### src/hdl/hiec_pkg.sv
// package of constants for the host interrupt, byte-order and export control block
package hiec_pkg;
  // byte-order flag reset values
  localparam logic HIEC_LE_HOST_RST = 1'b1;
  localparam logic HIEC_NORMAL_BUS_RST = 1'b1;
  // positions of the write-one-to-clear status bits
  localparam int HIEC_ST_SYM_DONE = 0;
  localparam int HIEC_ST_ASYM_DONE = 1;
  localparam int HIEC_ST_SYM_DRAIN = 2;
  localparam int HIEC_ST_ASYM_DRAIN = 3;
  localparam int HIEC_ST_DMA_FAULT = 4;
  localparam int HIEC_ST_W = 5;
  // bulk cipher selector codes
  typedef enum logic [2:0]
  {
    HIEC_CIPH_NONE,
    HIEC_CIPH_DES56,
    HIEC_CIPH_3DES,
    HIEC_CIPH_AES,
    HIEC_CIPH_STREAM
  } hiec_cipher_t;
  // structure classes seen by the dma engine
  typedef enum logic [2:0]
  {
    HIEC_DS_PAYLOAD,
    HIEC_DS_RECORD,
    HIEC_DS_CONTEXT,
    HIEC_DS_CHAIN,
    HIEC_DS_BIGNUM,
    HIEC_DS_STREAM_STATE
  } hiec_dma_kind_t;
endpackage

### src/hdl/hiec_ctrl.sv
// host interrupt, byte-order and export control of the security processor
`timescale 1ns/100ps
// Contract
// - record done raises irq when enabled, unsuppressed
// - each queue governed by its own enable
// - suppress flag blocks record completion irq
// - done status sticky, write one clears
// - queue fifo emptying raises irq if enabled
// - drained status cleared by own or done
// - dma error raises irq if enabled, own status bit
// - export high allows only single des or no cipher
// - export low enables all ciphers
// - export pin pulled up, restricted default
// - le flag zero swaps dma structures
// - normal flag zero swaps all bus words
// - both byte-order flags reset to one
// - payload bytes never swapped by le flag
module hiec_ctrl (
  input wire logic ref_clk_i,
  input wire logic nrst_i,
  input wire logic sym_queue_irq_enable_i,
  input wire logic asym_queue_irq_enable_i,
  input wire logic dma_fault_irq_enable_i,
  input wire logic sym_record_done_i,
  input wire logic sym_record_suppress_i,
  input wire logic asym_record_done_i,
  input wire logic asym_record_suppress_i,
  input wire logic sym_queue_empty_i,
  input wire logic asym_queue_empty_i,
  input wire logic dma_fault_i,
  input wire logic [hiec_pkg::HIEC_ST_W-1:0] status_clear_i,
  input wire logic status_clear_we_i,
  input wire logic flags_we_i,
  input wire logic little_endian_host_flag_i,
  input wire logic normal_bus_flag_i,
  input wire logic export_pin_i,
  input wire logic export_pin_oe_i,
  input wire hiec_pkg::hiec_cipher_t cipher_req_i,
  input wire logic cipher_req_valid_i,
  input wire hiec_pkg::hiec_dma_kind_t dma_kind_i,
  input wire logic [31:0] dma_data_i,
  input wire logic [31:0] bus_data_i,
  output logic [31:0] dma_data_o,
  output logic [31:0] bus_data_o,
  output logic cipher_grant_o,
  output logic cipher_refuse_o,
  output logic export_mode_o,
  output logic little_endian_host_flag_o,
  output logic normal_bus_flag_o,
  output logic sym_queue_done_status_o,
  output logic asym_queue_done_status_o,
  output logic sym_queue_drained_status_o,
  output logic asym_queue_drained_status_o,
  output logic dma_fault_status_o,
  output logic irq_o
);
  // ***********************************
  // reset release and pin synchroniser
  // ***********************************
  logic rst_meta_reg;
  logic rst_sync_reg;
  always_ff @(posedge ref_clk_i or negedge nrst_i)
  begin
    if (!nrst_i)
    begin
      rst_meta_reg <= 1'b0;
      rst_sync_reg <= 1'b0;
    end
    else
    begin
      rst_meta_reg <= 1'b1;
      rst_sync_reg <= rst_meta_reg;
    end
  end
  wire logic rst_n = rst_sync_reg;

  // an undriven pin reads high through the pull-up, so export is the default
  logic export_level;
  assign export_level = export_pin_oe_i ? export_pin_i : 1'b1;
  logic exp_meta_reg;
  logic exp_sync_reg;
  always_ff @(posedge ref_clk_i or negedge rst_n)
  begin
    if (!rst_n)
    begin
      exp_meta_reg <= 1'b1;
      exp_sync_reg <= 1'b1;
    end
    else
    begin
      exp_meta_reg <= export_level;
      exp_sync_reg <= exp_meta_reg;
    end
  end

  // ***********************************
  // interrupt status
  // ***********************************
  logic [hiec_pkg::HIEC_ST_W-1:0] status_reg;
  logic [hiec_pkg::HIEC_ST_W-1:0] status_next;
  logic sym_empty_reg;
  logic asym_empty_reg;
  logic [hiec_pkg::HIEC_ST_W-1:0] set_v;
  logic [hiec_pkg::HIEC_ST_W-1:0] clr_v;
  always_comb
  begin
    set_v = '0;
    clr_v = '0;
    set_v[hiec_pkg::HIEC_ST_SYM_DONE] = sym_record_done_i && !sym_record_suppress_i
      && sym_queue_irq_enable_i;
    set_v[hiec_pkg::HIEC_ST_ASYM_DONE] = asym_record_done_i && !asym_record_suppress_i
      && asym_queue_irq_enable_i;
    set_v[hiec_pkg::HIEC_ST_SYM_DRAIN] = sym_queue_empty_i && !sym_empty_reg && sym_queue_irq_enable_i;
    set_v[hiec_pkg::HIEC_ST_ASYM_DRAIN] = asym_queue_empty_i && !asym_empty_reg
      && asym_queue_irq_enable_i;
    set_v[hiec_pkg::HIEC_ST_DMA_FAULT] = dma_fault_i && dma_fault_irq_enable_i;
    if (status_clear_we_i)
    begin
      clr_v = status_clear_i;
      clr_v[hiec_pkg::HIEC_ST_SYM_DRAIN] = status_clear_i[hiec_pkg::HIEC_ST_SYM_DRAIN]
        | status_clear_i[hiec_pkg::HIEC_ST_SYM_DONE];
      clr_v[hiec_pkg::HIEC_ST_ASYM_DRAIN] = status_clear_i[hiec_pkg::HIEC_ST_ASYM_DRAIN]
        | status_clear_i[hiec_pkg::HIEC_ST_ASYM_DONE];
    end
    // a new event in the clearing cycle wins
    status_next = (status_reg & ~clr_v) | set_v;
  end
  always_ff @(posedge ref_clk_i or negedge rst_n)
  begin
    if (!rst_n)
    begin
      status_reg <= '0;
      sym_empty_reg <= 1'b1;
      asym_empty_reg <= 1'b1;
    end
    else
    begin
      status_reg <= status_next;
      sym_empty_reg <= sym_queue_empty_i;
      asym_empty_reg <= asym_queue_empty_i;
    end
  end
  assign sym_queue_done_status_o = status_reg[hiec_pkg::HIEC_ST_SYM_DONE];
  assign asym_queue_done_status_o = status_reg[hiec_pkg::HIEC_ST_ASYM_DONE];
  assign sym_queue_drained_status_o = status_reg[hiec_pkg::HIEC_ST_SYM_DRAIN];
  assign asym_queue_drained_status_o = status_reg[hiec_pkg::HIEC_ST_ASYM_DRAIN];
  assign dma_fault_status_o = status_reg[hiec_pkg::HIEC_ST_DMA_FAULT];
  assign irq_o = |status_reg;

  // ***********************************
  // byte-order flags
  // ***********************************
  logic le_reg;
  logic le_next;
  logic nb_reg;
  logic nb_next;
  always_comb
  begin
    le_next = le_reg;
    nb_next = nb_reg;
    if (flags_we_i)
    begin
      le_next = little_endian_host_flag_i;
      nb_next = normal_bus_flag_i;
    end
  end
  always_ff @(posedge ref_clk_i or negedge rst_n)
  begin
    if (!rst_n)
    begin
      le_reg <= hiec_pkg::HIEC_LE_HOST_RST;
      nb_reg <= hiec_pkg::HIEC_NORMAL_BUS_RST;
    end
    else
    begin
      le_reg <= le_next;
      nb_reg <= nb_next;
    end
  end
  assign little_endian_host_flag_o = le_reg;
  assign normal_bus_flag_o = nb_reg;

  // ***********************************
  // data swapping
  // ***********************************
  logic struct_swap;
  assign struct_swap = !le_reg && (dma_kind_i != hiec_pkg::HIEC_DS_PAYLOAD);
  logic [31:0] dma_sw;
  logic [31:0] bus_sw;
  // structure swap on the dma path, whole-bus swap on the separate bus path
  hiec_swap #(.WIDTH(32)) u_struct_swap (
    .en_i(struct_swap),
    .data_i(dma_data_i),
    .data_o(dma_sw)
  );
  hiec_swap #(.WIDTH(32)) u_bus_swap (
    .en_i(!nb_reg),
    .data_i(bus_data_i),
    .data_o(bus_sw)
  );
  logic [31:0] dma_data_reg;
  logic [31:0] bus_data_reg;
  logic grant_reg;
  logic refuse_reg;
  logic grant_next;
  logic refuse_next;
  always_comb
  begin
    grant_next = 1'b0;
    refuse_next = 1'b0;
    if (cipher_req_valid_i)
    begin
      if (!exp_sync_reg)
      begin
        grant_next = 1'b1;
      end
      else
      begin
        case (cipher_req_i)
          hiec_pkg::HIEC_CIPH_DES56, hiec_pkg::HIEC_CIPH_NONE: grant_next = 1'b1;
          default: refuse_next = 1'b1;
        endcase
      end
    end
  end
  always_ff @(posedge ref_clk_i or negedge rst_n)
  begin
    if (!rst_n)
    begin
      dma_data_reg <= 32'h0000_0000;
      bus_data_reg <= 32'h0000_0000;
      grant_reg <= 1'b0;
      refuse_reg <= 1'b0;
    end
    else
    begin
      dma_data_reg <= dma_sw;
      bus_data_reg <= bus_sw;
      grant_reg <= grant_next;
      refuse_reg <= refuse_next;
    end
  end
  assign dma_data_o = dma_data_reg;
  assign bus_data_o = bus_data_reg;
  assign cipher_grant_o = grant_reg;
  assign cipher_refuse_o = refuse_reg;
  assign export_mode_o = exp_sync_reg;
endmodule

### src/hdl/hiec_swap.sv
// byte lane reversal of one word, enabled per call
`timescale 1ns/100ps
module hiec_swap #(
  parameter int WIDTH = 32
) (
  input wire logic en_i,
  input wire logic [WIDTH-1:0] data_i,
  output logic [WIDTH-1:0] data_o
);
  localparam int NB = WIDTH / 8;
  logic [WIDTH-1:0] rev;
  // refused at elaboration: a partial byte lane has no partner to swap with
  if (WIDTH % 8 != 0 || WIDTH < 8)
  begin : g_bad_width
    $error("hiec_swap: WIDTH must be a multiple of 8");
  end
  genvar b;
  generate
    for (b = 0; b < NB; b = b + 1)
    begin : g_lane
      assign rev[8*b +: 8] = data_i[8*(NB-1-b) +: 8];
    end
  endgenerate
  assign data_o = en_i ? rev : data_i;
endmodule

### config.mk
export PLATFORM = sky130hd
export DESIGN_NAME = hiec_ctrl
export DESIGN_NICKNAME = d
export VERILOG_FILES = /design/src/hdl/hiec_pkg.sv /design/src/hdl/hiec_ctrl.sv /design/src/hdl/hiec_swap.sv
export SDC_FILE = /design/constraint.sdc
export NUM_CORES = 1
export LEC_CHECK = 0
export BUFFER_PORTS_ARGS = -buffer_cell sky130_fd_sc_hd__buf_2
export CORE_UTILIZATION = 35
export DETAILED_ROUTE_END_ITERATION = 10
export MAX_ROUTING_LAYER = met4
export SLEW_MARGIN = 10
export SYNTH_ARGS = -nofsm -noshare
export SYNTH_HDL_FRONTEND = slang
export SYNTH_SLANG_ARGS = --single-unit
### constraint.sdc
create_clock -name ref_clk_i -period 2.7 [get_ports ref_clk_i]
set_input_delay 0.135 -clock ref_clk_i [delete_from_list [all_inputs] [get_ports ref_clk_i]]
set_output_delay 0.135 -clock ref_clk_i [all_outputs]
set_load 0.1 [all_outputs]
==> metrics.yaml, run 1 <==
status: "finished, final reports clean"
crit_type: "flip-flop to output pin"
fp.coreArea_um2: 9730
drt_wl_total_um: 8210
timing_worst_slew_pin_value_ns: 0.975
initial_core_util_pct: 35.8
ctsLongestPathBuffers: 2
syn_area_per_cell_um2: 12.1
drt_iter0_markers: 54
grt_pass1_wl_um: 12500
netlist_area_um2: 3490
syn_nets: 382
synth-seq-area-share_pct: 56.9
cts_root_buffer: "clkbuf_8"
syn_inst: 288
clk_latency_ns: 0.35
htreeDepth: 3
worst_hold_slack_ns: 0.0229
vias: 2874
cp.required_ns: 2.57
ios: 169
cp_top_family: "flip-flops"
grt_usage_pct: 16.2
nNetsFinal: 546
dr.pass1.iters: 6
swShare_pct: 43.8
drtAntennaViolNets: 0
finalSetupTns_ns: 0
arrival_ns: 1.95
final_cell_area_um2: 4680
gp_congestion: 0.754
post-dp-hpwl_um: 5750
p_leak_nw: 2.19
ff_latch_area_um2: 1990
power.share.clock_pct: 24.2
dpl_cell_area_um2: 4420
total_power_mw: 3.65
dieHeight_um: 102
p_int_mw: 2.05
max_stage_delay_ns: 1.05
first_global_vias: 2627
yosys_warnings: 0
path_buf_inv: 1
areaGrowthSynthToFinish_pct: 34.2
std_cell_rows: 36
crit_fanout: 56
final.fill_count: 953
gr-total-overflow: 0
multi_input_area_um2: 1390
start_kind: "flip-flop"
die-area_um2: 10400
setup_viol: 0
die_w_um: 102
hold_path.class: "input port to flip-flop"
fin_crit_sh_pct: 77.4
final_max_slew_viol_count: 0
min_period_ns: 2.09
diodes: 0
cp_cell_sequence: "buf_2"
p_seq_share_pct: 38.2
drive_gt1_share_pct: 49.5
slew_headroom_pct: 35.0
cts_sinks: 79
max_freq_ghz: 0.479
ir_worst_vdd_uv: 303
p_sw_mw: 1.60
combPwrFrac_pct: 37.5
antenna_found_initial: 0
postCtsSetupBuffers: 0
power.density_nw_per_um2: 781
cp_slowest_cell: "dfstp_2"
grt_start_max_net_pins: 78
clk_pin_slew_ns: 0.08
cts-resized-gates: 0
hold_viol: 0
drc: 0
post_drt_wl_per_cell_um: 13.9
worst_clock_skew_ns: 0.00589
cts_tree: "built"
ys_ff_latch: 79
portBuffers: 167
numCtsBuffers: 9
viasPerCell: 4.87
critPathCaptureType: "output pin"
fin_util_pct: 48.1
rsz0062_at_grt: "no"
ys_types: 20
cap_violations: 0
-- power groups by stage --
stage                     combinational, mW  clock (mW)  sequential, mW
after floorplan                       0.231           0            2.29
after global placement                 1.36           0            1.42
after detailed placement               1.37           0            1.42
after CTS                              1.38       0.919            1.40
after global routing                   1.42       0.957            1.42
final                                  1.37       0.885            1.40
-- final cells by class --
| cell class | count | share of cell area [%] |
|---|---|---|
| Clock buffer | 13 | 3.40 |
| Timing Repair Buffer | 176 | 19.6 |
| Multi-Input combinational cell | 183 | 29.8 |
| Tap cell | 133 | 3.56 |
| Sequential cell | 79 | 42.5 |
| Inverter | 3 | 0.241 |
| Clock inverter | 3 | 0.909 |
-- layout by cell type (no fill, tap or decap), drive strengths merged, types with 3 or more instances in the layout --
cell	Yosys	routed
buf	9	170
dfstp	6	6
inv	3	3
clkbuf	14	13
o21ai	3	3
dfrtp	73	73
nand2b	33	33
mux2	34	34
o211ai	32	32
or4b	32	32
dlygate4sd3	0	6
nand2	38	38
-- metrics by stage --
step	instances	setup WS (ns)
6_report	590	0.610
5_1_grt	590	0.472
4_1_cts	589	0.575
3_5_place_dp	568	0.971
3_3_place_gp	568	0.991
2_1_floorplan	288	0.347
-- Yosys cell counts --
cell,number,area [um2]
o211ai_1,32,240
clkbuf_2,5,25.0
or4b_1,32,320
nand2b_1,33,206
a22o_1,1,8.76
o21ai_0,3,15.0
nand2_1,38,143
a32o_1,2,20.0
mux2_2,34,383
o2bb2ai_1,2,17.5
and2_1,1,6.26
inv_1,3,11.3
buf_2,9,45.0
nor3_2,1,10.0
dfrtp_1,73,1830
clkbuf_1,9,33.8
nor3_1,1,5.00
conb_1,1,3.75
nor2_1,2,7.51
dfstp_2,6,158
-- routing by layer --
layer | track usage [%] | share of wire (%) | wire length, um
met5 | - | 0 | 0
met4 | 7.36 | 1.4 | 119
met3 | 5.18 | 9.7 | 796
met2 | 25.5 | 46 | 3810
met1 | 19.0 | 42 | 3480
-- path summary, 6_finish.rpt --
kind / start / endpoint / slack [ns] / cells past startpoint
worst max register to register: little_endian_host_flag_o / dma_data_o[30] / 1.00 / 3
worst min-delay path: export_pin_i / exp_meta_reg / 0.02 / 2
min in group asynchronous: nrst_i / rst_n / 0.10 / 2
worst max-delay path: little_endian_host_flag_o / little_endian_host_flag_o / 0.61 / 1
worst min register to register: rst_meta_reg / rst_n / 0.36 / 0
max in group asynchronous: rst_n / dma_data_o[5] / 1.57 / 0
-- cells by family (layout without fill, tap and decap cells) --
family / count (synthesis) / in the layout / share of synthesized area, %
muxes: 34 / 34 / 11.0
other: 1 / 1 / 0.108
buffers and inverters: 26 / 195 / 3.30
and+or+nand+nor: 108 / 108 / 20.0
AOI/OAI and AO/OA: 40 / 40 / 8.65
DFF: 79 / 79 / 56.9
-- repair_timing --
action | 4_1_cts | 5_1_grt
hold buffers | 5 | 1
hold endpoints to repair | 6 | 1
endpoints found under the setup margin | 0 | 0
Power figures use the tool's default switching activity.
==> inputs of run 2 (changes only) <==
Settings changed: PLACE_DENSITY set to 0.66.
Clock period 2.7 ns to 1.69 ns, I/O delays scaled along.
==> run 2 against run 1 <==
  * Final cell count increased by 11%
  * Global-route usage increased by 3.0 points
  * Worst hold slack got worse by 0.0089 ns
  * Wire length increased by 21%
  * Via count increased by 9.0%
  * Largest power group is now combinational cells
  * Sequential share of layout area decreased by 5.4 points
  * Non-clock buffer count increased by 65
  * Total power increased by 64%
  * Register-to-register slack got worse by 0.71 ns
  * Clock power increased by 57%
  * Sequential power increased by 59%
  * Core utilization increased by 7.3 points
==> metrics.yaml, run 2 (same netlist as run 1, synthesis figures left out) <==
status: "finished, final reports clean"  # unchanged
cts_tree: "built"  # unchanged
power.density_nw_per_um2: 1110  # was 781 nW/um2
slew_headroom_pct: 60.9  # was 35.0%
post_drt_wl_per_cell_um: 15.2  # was 13.9 um
crit_type: "flip-flop to output pin"  # unchanged
clk_latency_ns: 0.34  # was 0.35 ns
gp_congestion: 0.707  # was 0.754
grt_start_max_net_pins: 67  # was 78
final_cell_area_um2: 5390  # was 4680 um2
dieHeight_um: 102  # unchanged
cts-resized-gates: 0  # unchanged
antenna_found_initial: 0  # unchanged
nNetsFinal: 611  # was 546
drt_iter0_markers: 96  # was 54
initial_core_util_pct: 35.8  # unchanged
grt_usage_pct: 19.2  # was 16.2%
dr.pass1.iters: 5  # was 6
numCtsBuffers: 9  # unchanged
cts_root_buffer: "clkbuf_8"  # unchanged
post-dp-hpwl_um: 6000  # was 5750 um
first_global_vias: 3101  # was 2627
drt_wl_total_um: 9970  # was 8210 um
dpl_cell_area_um2: 4470  # was 4420 um2
gr-total-overflow: 0  # unchanged
min_period_ns: 1.54
r2r_slack_ns: 0.29  # was 1.00 ns
cp_slowest_cell: "dfstp_4"  # was dfstp_2
portBuffers: 167  # unchanged
arrival_ns: 1.46  # was 1.95 ns
clk_pin_slew_ns: 0.09  # was 0.08 ns
fin_crit_sh_pct: 91.3
endpoint: "normal_bus_flag_o"  # was little_endian_host_flag_o
p_leak_nw: 2.47  # was 2.19 nW
grt_pass1_wl_um: 14900  # was 12500 um
drtAntennaViolNets: 0  # unchanged
viasPerCell: 4.78  # was 4.87
worstHoldStart: "dma_data_i[11]"  # was export_pin_i
r2r_end: "bus_data_o[22]"  # was dma_data_o[30]
ios: 169  # unchanged
finalSetupTns_ns: 0  # unchanged
cap_violations: 0  # unchanged
reg2reg_from: "normal_bus_flag_o"  # was little_endian_host_flag_o
crit_fanout: 34  # was 56
timing_worst_slew_pin_value_ns: 0.587  # was 0.975 ns
worst_slack_ns: 0.148  # was 0.610 ns
startpoint: "normal_bus_flag_o"  # was little_endian_host_flag_o
start_kind: "flip-flop"  # unchanged
layout_common_cells: "165 x buf_2, 72 x dfrtp_1, 70 x dlygate4sd3_1"  # was 167 x buf_2, 72 x dfrtp_1, 38 x nand2_1
areaGrowthSynthToFinish_pct: 54.5  # was 34.2%
path_buf_inv: 1  # unchanged
max_stage_delay_ns: 0.88  # was 1.05 ns
ff2ff_path_depth: 1  # was 3
die_w_um: 102  # unchanged
critPathCaptureType: "output pin"  # unchanged
std_cell_rows: 36  # unchanged
rsz0062_at_grt: "no"  # unchanged
fp.coreArea_um2: 9730  # unchanged
setup_viol: 0  # unchanged
cp_top_family: "flip-flops"  # unchanged
max_freq_ghz: 0.648
cp_cell_sequence: "buf_12"  # was buf_2
worst_clock_skew_ns: 0.0139  # was 0.00589 ns
cts_sinks: 79  # unchanged
die-area_um2: 10400  # unchanged
path_depth: 1  # unchanged
cp.required_ns: 1.61  # was 2.57 ns
drive_gt1_share_pct: 43.9  # was 49.5%
hold_path.class: "input port to flip-flop"  # unchanged
pre_cts_ws_ns: 0.310  # was 0.971 ns
ir_worst_vdd_uv: 439  # was 303 uV
layout_commonest_cell: "buf_2"  # unchanged
drc: 0  # unchanged
diodes: 0  # unchanged
final_max_slew_viol_count: 0  # unchanged
vias: 3132  # was 2874
htreeDepth: 3  # unchanged
ctsLongestPathBuffers: 2  # unchanged
hold_viol: 0  # unchanged
## run 2: changes by cell type in the layout (fill, tap and decap cells not counted), moves of 2 or more
cell	change
dfstp_4	+2
dfstp_2	-2
inv_6	+2
buf_12	+4
dlygate4sd3_1	+64
buf_2	-2
clkbuf_8	-2
## run 2: layout make-up
cell class / instances / area, um2
timing repair buffer: 241 / 1620
tap: 133 / 166
clock inverter: 6 / 67.6
multi-input combinational: 183 / 1400
clock buffer: 10 / 128
fill: 794 / 4340
sequential: 79 / 2000
inverter: 3 / 11.3
## run 2: metrics by stage
step / cells / util (%) / power [mW] / hold WS [ns]
6_report: 655 / 55.3 / 6.00 / 0.0139
5_1_grt: 655 / 55.3 / 6.25 / 0.0144
3_5_place_dp: 568 / 45.9 / 4.49 / -0.128
2_1_floorplan: 288 / - / 4.04 / -0.211
3_3_place_gp: 568 / 45.9 / 4.47 / -0.129
4_1_cts: 654 / 55.1 / 6.03 / 0.00159
## run 2: worst min-delay path by stage
stage	endpoint	slack, ns	cells past startpoint
global route	dma_data_o[19]	0.01	3
global placement	rst_meta_reg	-0.13	1
floorplan	rst_meta_reg	-0.21	0
CTS	normal_bus_flag_o	0.002	2
detailed placement	rst_meta_reg	-0.13	1
finish	dma_data_o[11]	0.01	3
## run 2: routing by layer
layer | track usage, % | part of all wire [%] | up-vias
met2 | 31.8 | 49 | 120
met4 | 8.36 | 2.2 | 0
li1 | - | - | 1492
met3 | 4.07 | 6.6 | 20
met5 | - | 0 | -
met1 | 22.5 | 42 | 1500
## run 2: power by group
group          internal [mW]  switching, mW  leakage [nW]
clock network          0.691          0.701        0.0933
logic                  0.547           1.84          1.45
registers               2.10          0.121         0.928
## run 2: repair_timing
| item | 4_1_cts | 5_1_grt |
|---|---|---|
| hold buffers | 70 | 0 |
| endpoints found under the hold margin | 69 | 0 |
| setup endpoints to repair | 0 | 1 |
| buffers inserted | 0 | 1 |
